[config.mk]
export PLATFORM = sky130hd
export DESIGN_NAME = global_interrupt_aggregator
export DESIGN_NICKNAME = d
export VERILOG_FILES = /design/src/rtl/irq_agg_pkg.sv /design/src/rtl/global_interrupt_aggregator.sv
export VERILOG_INCLUDE_DIRS = /design/src /design/src/rtl
export SDC_FILE = /design/constraint.sdc
export NUM_CORES = 1
export LEC_CHECK = 0
export ABC_CLOCK_PERIOD_IN_PS = 1280
export BUFFER_PORTS_ARGS = -buffer_cell sky130_fd_sc_hd__buf_2
export CAP_MARGIN = 20
export CORE_MARGIN = 3
export CORE_UTILIZATION = 40
export DETAILED_ROUTE_END_ITERATION = 8
export PLACE_DENSITY = 0.75
export SLEW_MARGIN = 0
export SYNTH_ARGS = -nofsm -noshare
export SYNTH_HDL_FRONTEND = slang
export SYNTH_SLANG_ARGS = --single-unit
[constraint.sdc]
create_clock -name i_core_clk -period 1.28 [get_ports i_core_clk]
set_input_delay 0.064 -clock i_core_clk [delete_from_list [all_inputs] [get_ports i_core_clk]]
set_output_delay 0.064 -clock i_core_clk [all_outputs]
set_load 0.03 [all_outputs]
[src/rtl/irq_agg_defines.svh]
// Register offsets, field positions and reset values of the interrupt aggregator.
`ifndef IRQ_AGG_DEFINES_SVH
`define IRQ_AGG_DEFINES_SVH
`define GIRQ_STATUS_OFS    16'h0010
`define GIRQ_MASK_OFS      16'h0014
`define PIRQ_STATUS_OFS    16'h0018
`define PIRQ_MASK_OFS      16'h001C
`define GIRQ_LOOKUP_BIT    31
`define GIRQ_GPIO_BIT      30
`define PIRQ_PORT5_BIT     6
`define GIRQ_USED_MASK     32'hC0000000
`define PIRQ_USED_MASK     32'h0000004F
`define MASK_RESET_VAL     32'h00000000
`endif

[src/rtl/irq_agg_pkg.sv]
// Types shared by the interrupt aggregator.
package irq_agg_pkg;
    typedef struct packed {
        logic        wr_en;
        logic        rd_en;
        logic [15:0] addr;
        logic [7:0]  wdata;
    } byte_req_s;

    typedef struct packed {
        logic [31:0] gmask_r;
        logic [31:0] pmask_r;
        logic [7:0]  rdata_r;
        logic        rvalid_r;
        logic        irq_r;
    } agg_state_s;
endpackage : irq_agg_pkg

[src/rtl/global_interrupt_aggregator.sv]
// Top-level interrupt aggregation with byte-wide big-endian register access.
`timescale 1ns/1ps
`include "irq_agg_defines.svh"

module global_interrupt_aggregator
    import irq_agg_pkg::*;
#(
    parameter int NUM_LOOKUP_SRC = 8,
    parameter int NUM_GPIO_SRC   = 4
)(
    input  wire logic                      i_core_clk,
    input  wire logic                      i_srst,
    input  wire logic                      i_wr_en,
    input  wire logic                      i_rd_en,
    input  wire logic [15:0]               i_addr,
    input  wire logic [7:0]                i_wdata,
    input  wire logic [NUM_LOOKUP_SRC-1:0] i_lookup_engine_src,
    input  wire logic [NUM_GPIO_SRC-1:0]   i_gpio_ts_src,
    input  wire logic [4:0]                i_port_pending,
    output logic [7:0]                     o_rdata,
    output logic                           o_rvalid,
    output logic                           o_irq
);

    // ------------------------------------------------------------------
    // Elaboration checks
    // ------------------------------------------------------------------
    if (NUM_LOOKUP_SRC < 1 || NUM_GPIO_SRC < 1)
    begin : g_bad_param
        $error("Source counts must be at least one.");
    end

    // ------------------------------------------------------------------
    // Status words
    // ------------------------------------------------------------------
    byte_req_s   req;
    agg_state_s  st_r;
    agg_state_s  st_nxt;
    logic [31:0] gstat;
    logic [31:0] pstat;

    assign req = '{wr_en: i_wr_en, rd_en: i_rd_en,
                   addr: i_addr, wdata: i_wdata};

    // Flags are live ORs so they drop as soon as software clears the
    // detailed sources; per-port timestamp events are carried only by
    // i_port_pending, never by the GPIO input.
    always_comb
    begin
        gstat = 32'h00000000;
        gstat[`GIRQ_LOOKUP_BIT] = |i_lookup_engine_src;
        gstat[`GIRQ_GPIO_BIT]   = |i_gpio_ts_src;
        pstat = 32'h00000000;
        pstat[3:0] = i_port_pending[3:0];
        pstat[`PIRQ_PORT5_BIT] = i_port_pending[4];
    end

    // ------------------------------------------------------------------
    // Byte access helpers
    // ------------------------------------------------------------------
    // Byte 0 of a word is its most significant byte.
    function automatic logic [7:0] pick_byte(input logic [31:0] w,
                                             input logic [1:0]  b);
        pick_byte = w[8*(3-b) +: 8];
    endfunction : pick_byte

    function automatic logic [31:0] put_byte(input logic [31:0] w,
                                             input logic [1:0]  b,
                                             input logic [7:0]  d,
                                             input logic [31:0] used);
        logic [31:0] t;
        t = w;
        t[8*(3-b) +: 8] = d;
        put_byte = t & used;
    endfunction : put_byte

    // A flag only requests service while its mask bit is clear.
    function automatic logic any_unmasked(input logic [31:0] flags,
                                          input logic [31:0] mask);
        any_unmasked = |(flags & ~mask);
    endfunction : any_unmasked

    // ------------------------------------------------------------------
    // Register map
    // ------------------------------------------------------------------
    // Four 32-bit words are decoded, each reached as four byte lanes.
    // The host interface is byte wide, so a word is never written as a
    // whole; a mask update spread over several bytes is applied one lane
    // at a time, and software must expect the combined request to follow
    // each lane as it lands.
    //
    // Status words are rebuilt every cycle from the source levels and so
    // need no storage of their own. This keeps them from going stale
    // when a source is cleared, at the cost of a read showing whatever
    // the sources hold in the cycle of the read.
    //
    // Mask words are the only writable state. Bits outside the defined
    // mask positions are forced to zero on every write so that they
    // always read back as zero.
    //
    // Addresses that fall outside the four words still answer a read,
    // with a zero byte, so a host polling a wrong address is not left
    // waiting for a response that never comes.
    //
    // A read and a write in the same cycle are both served; the read
    // returns the value held before the write lands.

    // ------------------------------------------------------------------
    // Next state
    // ------------------------------------------------------------------
    logic [15:0] word_addr;
    logic [1:0]  byte_sel;

    always_comb
    begin
        word_addr = {req.addr[15:2], 2'b00};
        byte_sel  = req.addr[1:0];
        st_nxt    = st_r;
        st_nxt.rvalid_r = req.rd_en;
        if (req.rd_en)
        begin
            case (word_addr)
                `GIRQ_STATUS_OFS: st_nxt.rdata_r = pick_byte(gstat, byte_sel);
                `GIRQ_MASK_OFS:   st_nxt.rdata_r =
                                      pick_byte(st_r.gmask_r, byte_sel);
                `PIRQ_STATUS_OFS: st_nxt.rdata_r = pick_byte(pstat, byte_sel);
                `PIRQ_MASK_OFS:   st_nxt.rdata_r =
                                      pick_byte(st_r.pmask_r, byte_sel);
                default:          st_nxt.rdata_r = 8'h00;
            endcase
        end
        if (req.wr_en)
        begin
            // Reserved mask bits are held at zero by the used-bit mask.
            case (word_addr)
                `GIRQ_MASK_OFS: st_nxt.gmask_r = put_byte(st_r.gmask_r,
                    byte_sel, req.wdata, `GIRQ_USED_MASK);
                `PIRQ_MASK_OFS: st_nxt.pmask_r = put_byte(st_r.pmask_r,
                    byte_sel, req.wdata, `PIRQ_USED_MASK);
                default: st_nxt.gmask_r = st_r.gmask_r;
            endcase
        end
        // A mask bit of one suppresses its flag.
        // The request is registered so that it is glitch free at the pin;
        // this costs one cycle of latency behind the sources.
        st_nxt.irq_r = any_unmasked(gstat, st_r.gmask_r) |
                       any_unmasked(pstat, st_r.pmask_r);
    end

    // ------------------------------------------------------------------
    // State register
    // ------------------------------------------------------------------
    always_ff @(posedge i_core_clk)
    begin
        if (i_srst)
        begin
            st_r.gmask_r  <= `MASK_RESET_VAL;
            st_r.pmask_r  <= `MASK_RESET_VAL;
            st_r.rdata_r  <= 8'h00;
            st_r.rvalid_r <= 1'b0;
            st_r.irq_r    <= 1'b0;
        end
        else
        begin
            st_r <= st_nxt;
        end
    end

    // ------------------------------------------------------------------
    // Outputs
    // ------------------------------------------------------------------
    // All outputs come straight from flip-flops. The read byte holds
    // until the next read so that a slow host can take it at leisure.
    assign o_rdata  = st_r.rdata_r;
    assign o_rvalid = st_r.rvalid_r;
    assign o_irq    = st_r.irq_r;

endmodule : global_interrupt_aggregator

=== After elaboration in Yosys (flattened, before gate mapping) ===
Cells that the tools add are included.

* Bits in registers: 17
* Bits in read-only memories: 0
* Memories: 0
* Bits in writable memories: 0
* Input port bits: 45
* Output and inout bits: 10
* Bits in latches: 0
* Word-level logic and storage cells: 31

* $mul: 0
* Shift operators: 6
* Mux-type cells: 3
* Magnitude comparators: 0
* Equality and inequality tests: 4
* Div/mod/pow operators: 0
* $add $sub $neg: 2
* Bitwise gates (word level): 5
* Reduce and logical (&&, ||, !) cells: 6

{| class="wikitable"
|+ Operators by type and width
! kind !! count
|-
| variable part select 32 x 33 -> 8 bit || 4
|-
| bitwise mux 32 bit || 2
|-
| OR reduction 32 bit || 2
|-
| equality test 14 x 3 -> 1 bit, second input constant || 4
|-
| negation 32 -> 34 bit || 1
|-
| variable shift 8 x 34 -> 32 bit, first input constant || 1
|-
| variable part select 8 x 34 -> 32 bit || 1
|-
| bitwise AND 32 bit || 1
|-
| bitwise AND 7 x 32 -> 32 bit || 1
|-
| NOT 32 bit || 1
|-
| NOT 7 -> 32 bit || 1
|-
| case mux 8 bit (4 select lines) || 1
|-
| OR reduction 8 bit || 1
|-
| AND reduction 2 bit || 2
|-
| OR reduction 4 bit || 1
|-
| subtractor 2 x 2 -> 3 bit, first input constant || 1
|-
| OR 1 bit || 1
|}

=== Depth between registers and ports, before layout ===
Gate-level depths: netlist of the first run.

* Depth after elaboration: 4
* Depth in mapped cells: 5
* Mapped depth without buffers: 5

=== Worst setup path before layout of the first run ===
No wires, ideal clock.

* Path kind: input port to flip-flop
* Start point: in i_addr[7]
* End point: reg st_r[72] (netlist name)
* Arrival: 1.009 ns
* Cell stages on the path: 5
* Slack: 0.199 ns
* Setup time: 0.072 ns
* Data required time: 1.208 ns
* Path buffers: 1
* Path through: nor4_1 -> and4_1 -> buf_6 -> nor3b_4 -> mux2i_1

* Word-level cells in the longest chain between the ends: 2

{| class="wikitable"
|+ RTL lines
! what !! line !! source
|-
| start, declared || global_interrupt_aggregator.sv:15 || <nowiki>input wire logic [15:0] i_addr,</nowiki>
|-
| equality test 14 x 3 -> 1 bit || global_interrupt_aggregator.sv:135 || <nowiki>case (word_addr)</nowiki>
|-
| AND reduction 2 bit (no source line) || -- ||
|-
| end signal, assigned || global_interrupt_aggregator.sv:165 || <nowiki>st_r <= st_nxt;</nowiki>
|-
| end, declared || global_interrupt_aggregator.sv:37 || <nowiki>agg_state_s st_r;</nowiki>
|}

No other way between the ends.
A chain may end at the register's enable or synchronous reset.

=== Final worst setup path of the first run ===
* Start point: reg st_r[13] (netlist name)
* End point: reg st_r, in the netlist o_irq

* Word-level cells in the longest chain between the ends: 4

{| class="wikitable"
|+ RTL lines
! what !! line !! source
|-
| NOT 7 -> 32 bit || global_interrupt_aggregator.sv:80 || <nowiki>any_unmasked = |(flags & ~mask);</nowiki>
|-
| bitwise AND 7 x 32 -> 32 bit || global_interrupt_aggregator.sv:80 ||
|-
| OR reduction 32 bit || global_interrupt_aggregator.sv:80 ||
|-
| OR 1 bit || global_interrupt_aggregator.sv:146 || <nowiki>st_nxt.irq_r = any_unmasked(gstat, st_r.gmask_r) |</nowiki>
|}

No other way between the ends.

==> results of run 1 <==
-- final cells by class --
| class | count | share of cell area (%) |
|---|---|---|
| multi-input cells | 75 | 43.7 |
| flip-flops and latches | 15 | 25.8 |
| well taps | 27 | 2.90 |
| clock buffers | 4 | 2.26 |
| repair buffers | 52 | 22.8 |
| inverters | 8 | 2.58 |
-- state kept, by name (all words and copies together), names as in the netlist --
| name | cells |
|---|---|
| st_r | 7 |
| o_rvalid | 1 |
| o_irq | 1 |
| o_rdata | 6 |
-- path summary, 6_finish.rpt --
check,to,from,slack [ns]
hold / removal,st_r[10],i_wdata[0],0.01
setup / recovery,o_irq,st_r[13],0.15
hold reg to reg,o_rdata[3],o_rdata[3],0.46
setup reg to reg,o_irq,st_r[13],0.15
-- per-stage QoR --
step | cell area, µm² | std cells
final | 1160 | 181
after global routing | 1160 | 181
after CTS | 1160 | 181
after detailed placement | 1140 | 177
after global placement | 1140 | 177
after floorplan | 920 | 109
-- cells in the mapped netlist --
master | number | area, µm²
nand3b_1 | 1 | 7.51
and3_1 | 3 | 18.8
nand3_1 | 3 | 15.0
o21ai_0 | 5 | 25.0
conb_1 | 1 | 3.75
buf_4 | 8 | 60.1
and4_1 | 1 | 8.76
a21oi_1 | 3 | 15.0
clkbuf_1 | 1 | 3.75
nand4b_1 | 1 | 8.76
nor2b_1 | 2 | 12.5
nor3b_4 | 1 | 18.8
nor3_1 | 1 | 5.00
nand3_4 | 1 | 17.5
mux2_2 | 1 | 11.3
a21o_1 | 1 | 7.51
nand2_1 | 14 | 52.6
nor2_1 | 3 | 11.3
a2111oi_0 | 1 | 8.76
nand2b_1 | 7 | 43.8
o22ai_1 | 2 | 12.5
dfxtp_1 | 15 | 300
inv_1 | 8 | 30.0
buf_6 | 1 | 11.3
nand4_1 | 1 | 6.26
mux2i_1 | 12 | 120
buf_2 | 1 | 5.00
ha_1 | 3 | 37.5
nor4_1 | 6 | 37.5
-- report_power, final --
group          switching, mW  total [mW]  internal [mW]
registers           0.000654       0.470          0.470
clock network          0.151       0.272          0.121
logic                 0.0747       0.149         0.0744
total                  0.227       0.891          0.665
-- metal layers --
metal	global-route usage (%)	part of all wire, %	vias up
met5	0	0	-
met1	16.9	41	392
met2	27.2	52	28
met4	7.23	0.85	0
met3	2.49	6.4	2
li1	-	-	454
-- tightest hold or removal path, cell delays in order --
cell	delay [ns]
buf_2	0.09
nand2_1	0.04
mux2i_1	0.05
-- logic make-up after synthesis --
| kind of cell | count (synthesis) | share of synthesized area (%) |
|---|---|---|
| AND/OR/NAND/NOR | 45 | 28.8 |
| other | 1 | 0.409 |
| flip-flops | 15 | 32.8 |
| AO/OA/AOI/OAI | 12 | 7.51 |
| adder cells (fa/ha/maj) | 3 | 4.10 |
| multiplexers | 13 | 14.3 |
| buffers and inverters | 19 | 12.0 |
==> summary.md, run 1 <==
| Metric | Value |
|---|---|
| Status | finished clean |
| YS warnings | 0 |
| Drt drc | 0 |
| HP Class | primary input to register |
| Fin crit period | between 1 and 1.5 ns |
| N_diodes | 0 |
| TritonCTS clock tree | done |
| Bufs on Longest Clock Path | 2 |
| Critical path buffers and inverters | 0 |
| Slowest-stage cell, CP | dfxtp_1 |
| Worst Setup Path Type | register to register |
| Slowest stage delay, CP | 0.40 ns |
| Maximum fanout along the worst path | 3 |
| Reg clk slew, reported paths | 0.09 ns |
| Fin Hold WS | 0.0136 ns |
| Pre-CTS setup slack | -0.0432 ns |
| Global Route Usage Sum | roughly 15% |
| DR vias | 876 |
| Starting DRT DRC Count | 14 |
| Syn-to-layout area delta | 27.2% |
| Crit share post-route | approximately nine tenths |
| CTS buffer count | 3 |
| CTS H-tree depth | 1 |
| Initial antenna violation count | 0 |
| Number of vias per cell | 4.84 |
| Fin. Hold Viols | 0 |
| Remaining antenna violation count | 0 |
| Clock Tree Root | clkbuf_4 |
| Total power | 0.891 mW |
| Total global routing overflow | 0 |
| Critical Path RT | 1.44 ns |
| Final worst slack | 0.150 ns |
| Num rows | 16 |
| Sequential area share after synthesis | 32.8% |
| CP Depth | 3 |
| Hold buffers post-CTS | 0 |
| Slew Limit Fails | 0 |
| Final setup fails | 0 |
| Post-DP HPWL | 1770 µm |
| Largest net degree at the start of global routing | 13 |
| Gpl congestion | between 0.7 and 0.8 |
| I/O Buffers | 50 |
| Initial DRT Pass Iterations | 5 |
| First-pass GRT wire length | about 3200 µm |
| IO Pins | 55 |
| Critical path launch point type | register |
| CP Capture Type | register |
| Later-pin clock latency in the skew report | 0.28 ns |
| Critical Path, Cell by Cell | o22ai_1 -> a2111oi_0 -> a21oi_1 |
| Chip width | ~54 µm |
| Syn Inst Count | 108 |
| Post-CTS Setup Bufs | 0 |
| Peak VDD IR | 0.492 mV |
| Fmax | between 800 and 900 MHz |
| Die ar. | roughly 2900 µm² |
| Commonest non-fill, non-tap cell in the layout | buf_2 |
| WP data arrival | 1.29 ns |
| Crit-path leading delay family | compound AO/OA/AOI/OAI gates |
| Post_cts resized | 0 |
| Cells on worst reg2reg path | 3 |
| Syn avg cell area | 8.48 µm² |
| WL final | 2110 µm |
| WL/cell | 11.7 µm |
| Final Net Count | approximately 200 |
| Post-synthesis instance area | approximately 900 µm² |
| Power Density | ~770 nW/µm² |
| MaxCap Viol Count | 0 |
| Post-route setup TNS | 0 ns |
| Leak | 0.596 nW |
| Layout cell share with drive strength beyond 1 | 37.7% |
| Layout Skew | 0.00305 ns |
| RSZ-0062 raised after global routing | no |
| Fillers | 203 |
| Leading cell types in the layout, fill and taps excluded | buf_2 (50), dfxtp_1 (15), nand2_1 (14) |
| Core Region | slightly above 2000 µm² |
| Hold Crit Depth | 3 |
| Final cell utilization of the core | 56.5% |
| Register area | 300 µm² |
| Count of different cell masters after synthesis | 29 |
| Synth Register Bits | 15 |
| Vias in the first global route | 805 |
| Initial core utilization | 44.4% |
| Area taken by multi-input logic gates | just over 500 µm² |
| Clock Sinks | 15 |
| Die H | 53.9 µm |
(Power assumes the default switching activity.)
==> inputs of run 2 (changes only) <==
- CORE_MARGIN: 3 -> unset
==> run 2 against run 1 <==
  * Clock skew is 0.0014 ns higher
  * Power is 0.49% lower
  * Cell count stayed put
  * Non-clock buffer count stayed put
  * Critical endpoint unchanged
  * Setup slack better by 0.067 ns
  * Sequential share of layout area stayed put
==> summary.md, run 2 (synthesis results as in run 1) <==
| Metric | Value |
|---|---|
| Global Route Usage Sum | 18.2% (+3.1 points) |
| Fin Hold WS | 0.0140 ns (+0.000397 ns) |
| First-pass GRT wire length | 3400 µm (+5.8%) |
| Status | finished clean |
| Layout cell share with drive strength beyond 1 | 37.7% (unchanged) |
| Die H | 49.9 µm (-7.4%) |
| N_diodes | 0 (unchanged) |
| Sw Share | 25.0% (-0.38 points) |
| Largest net degree at the start of global routing | 13 (unchanged) |
| Vias in the first global route | 812 (+0.87%) |
| Post-DP HPWL | 1640 µm (-7.1%) |
| Chip width | 49.9 µm (-7.4%) |
| Critical Path RT | 1.44 ns (about the same) |
| Reg clk slew, reported paths | 0.09 ns (about the same) |
| Initial antenna violation count | 0 (unchanged) |
| Remaining antenna violation count | 0 (unchanged) |
| Final cell utilization of the core | 56.5% (unchanged) |
| Initial core utilization | 44.4% (unchanged) |
| Net switching power | 0.222 mW (-2.0%) |
| Bufs on Longest Clock Path | 2 (unchanged) |
| Post-DP Area | 1140 µm² (unchanged) |
| Clock Sinks | 15 (unchanged) |
| Fin. Hold Viols | 0 (unchanged) |
| Hold_sp | i_wdata[1] |
| Later-pin clock latency in the skew report | 0.28 ns (about the same) |
| Post-route setup TNS | 0 ns (unchanged) |
| Initial DRT Pass Iterations | 4 (-1) |
| Fillers | 192 (-5.4%) |
| Final Net Count | 203 (unchanged) |
| DR vias | 886 (+1.1%) |
| Drt drc | 0 (unchanged) |
| Post_cts resized | 0 (unchanged) |
| Clock network power share | 30.1% (-0.4 points) |
| WP data arrival | 1.22 ns (-0.07 ns) |
| Finished layout cell area | 1160 µm² (unchanged) |
| Commonest non-fill, non-tap cell in the layout | buf_2 |
| Final setup fails | 0 (unchanged) |
| Worst Setup Path Type | register to register |
| Num rows | 16 (unchanged) |
| Slew Limit Fails | 0 (unchanged) |
| Cell Int Power | 0.665 mW (about the same) |
| Fmax | 940 MHz (+6.3%) |
| Hold buffers post-CTS | 0 (unchanged) |
| Critical path launch point type | register |
| Layout Skew | 0.00449 ns (+0.00144 ns) |
| Leading cell types in the layout, fill and taps excluded | buf_2 (50), dfxtp_1 (15), nand2_1 (14) |
| MaxCap Viol Count | 0 (unchanged) |
| CTS H-tree depth | 1 (unchanged) |
| HP Class | primary input to register |
| Fin crit period | 1.06 ns (-0.0670 ns) |
| Syn-to-layout area delta | 27.2% (unchanged) |
| CP Capture Type | register |
| IO Pins | 55 (unchanged) |
| Power Density | 761 nW/µm² (-0.49%) |
| Top reg by flops | st_r |
| RSZ-0062 raised after global routing | no |
| Starting DRT DRC Count | 22 (+8) |
| Number of vias per cell | 4.90 (+1.1%) |
| Gpl congestion | 0.749 (-2.5%) |
| Placed cell count | 177 (unchanged) |
| Crit share post-route | 83.1% (-5.2 points) |
| Setup crit start | st_r[11] |
| WL final | 2000 µm (-5.6%) |
| Post-CTS Setup Bufs | 0 (unchanged) |
| Core Region | 2060 µm² (unchanged) |
| Max FFs per register | 7 (unchanged) |
| Clock Tree Root | clkbuf_4 |
| Die ar. | 2490 µm² (-14%) |
| WL/cell | 11.0 µm (-5.6%) |
| Origin of the critical flop-to-flop path | st_r[11] |
| Leak | 0.596 nW (unchanged) |
| Sequential power share | 53.0% (+0.2 points) |
| I/O Buffers | 50 (unchanged) |
| Maximum fanout along the worst path | 3 (unchanged) |
| TritonCTS clock tree | done |
| Fin cells | 181 (unchanged) |
| CTS buffer count | 3 (unchanged) |
| Combinational share of power | 16.9% (+0.2 points) |
| Total global routing overflow | 0 (unchanged) |
| Peak VDD IR | 0.417 mV (-15%) |
run 2: critical path, cell delays in order (launching register included):
cell and delay [ns]:
dfxtp_1 0.36, o22ai_1 0.10, a2111oi_0 0.36, a21oi_1 0.12
run 2: area by class of cell:
type / instances / area, µm² / area share [%]
Multi-Input combinational cell: 75 / 509 / 43.7
Sequential cell: 15 / 300 / 25.8
Timing Repair Buffer: 52 / 265 / 22.8
Tap cell: 27 / 33.8 / 2.90
Inverter: 8 / 30.0 / 2.58
Clock buffer: 4 / 26.3 / 2.26
run 2: through the flow:
stage          total power [mW]  setup WS (ns)
4_1_cts                   0.900          0.228
3_3_place_gp              0.627         0.0464
2_1_floorplan             0.552          0.199
5_1_grt                   0.943         0.0981
3_5_place_dp              0.631        -0.0405
6_report                  0.887          0.217
run 2: power groups by stage:
stage          logic, mW  clock network (mW)  registers, mW
5_1_grt            0.167               0.305          0.471
4_1_cts            0.151               0.280          0.470
6_report           0.150               0.267          0.470
3_3_place_gp       0.146                   0          0.481
3_5_place_dp       0.150                   0          0.481
2_1_floorplan     0.0634                   0          0.488
run 2: final timing paths:
check,slack (ns),endpoint,cells past startpoint
max,0.22,o_irq,3
max reg2reg,0.22,o_irq,3
min,0.01,st_r[11],3
min reg2reg,0.45,o_rdata[0],2
run 2: routing by layer:
layer	GRT usage (%)	vias to the layer above	wire length, µm
met5	0	-	0
li1	-	454	-
met2	30.6	38	1010
met3	3.09	2	152
met1	21.4	392	815
met4	11.0	0	16
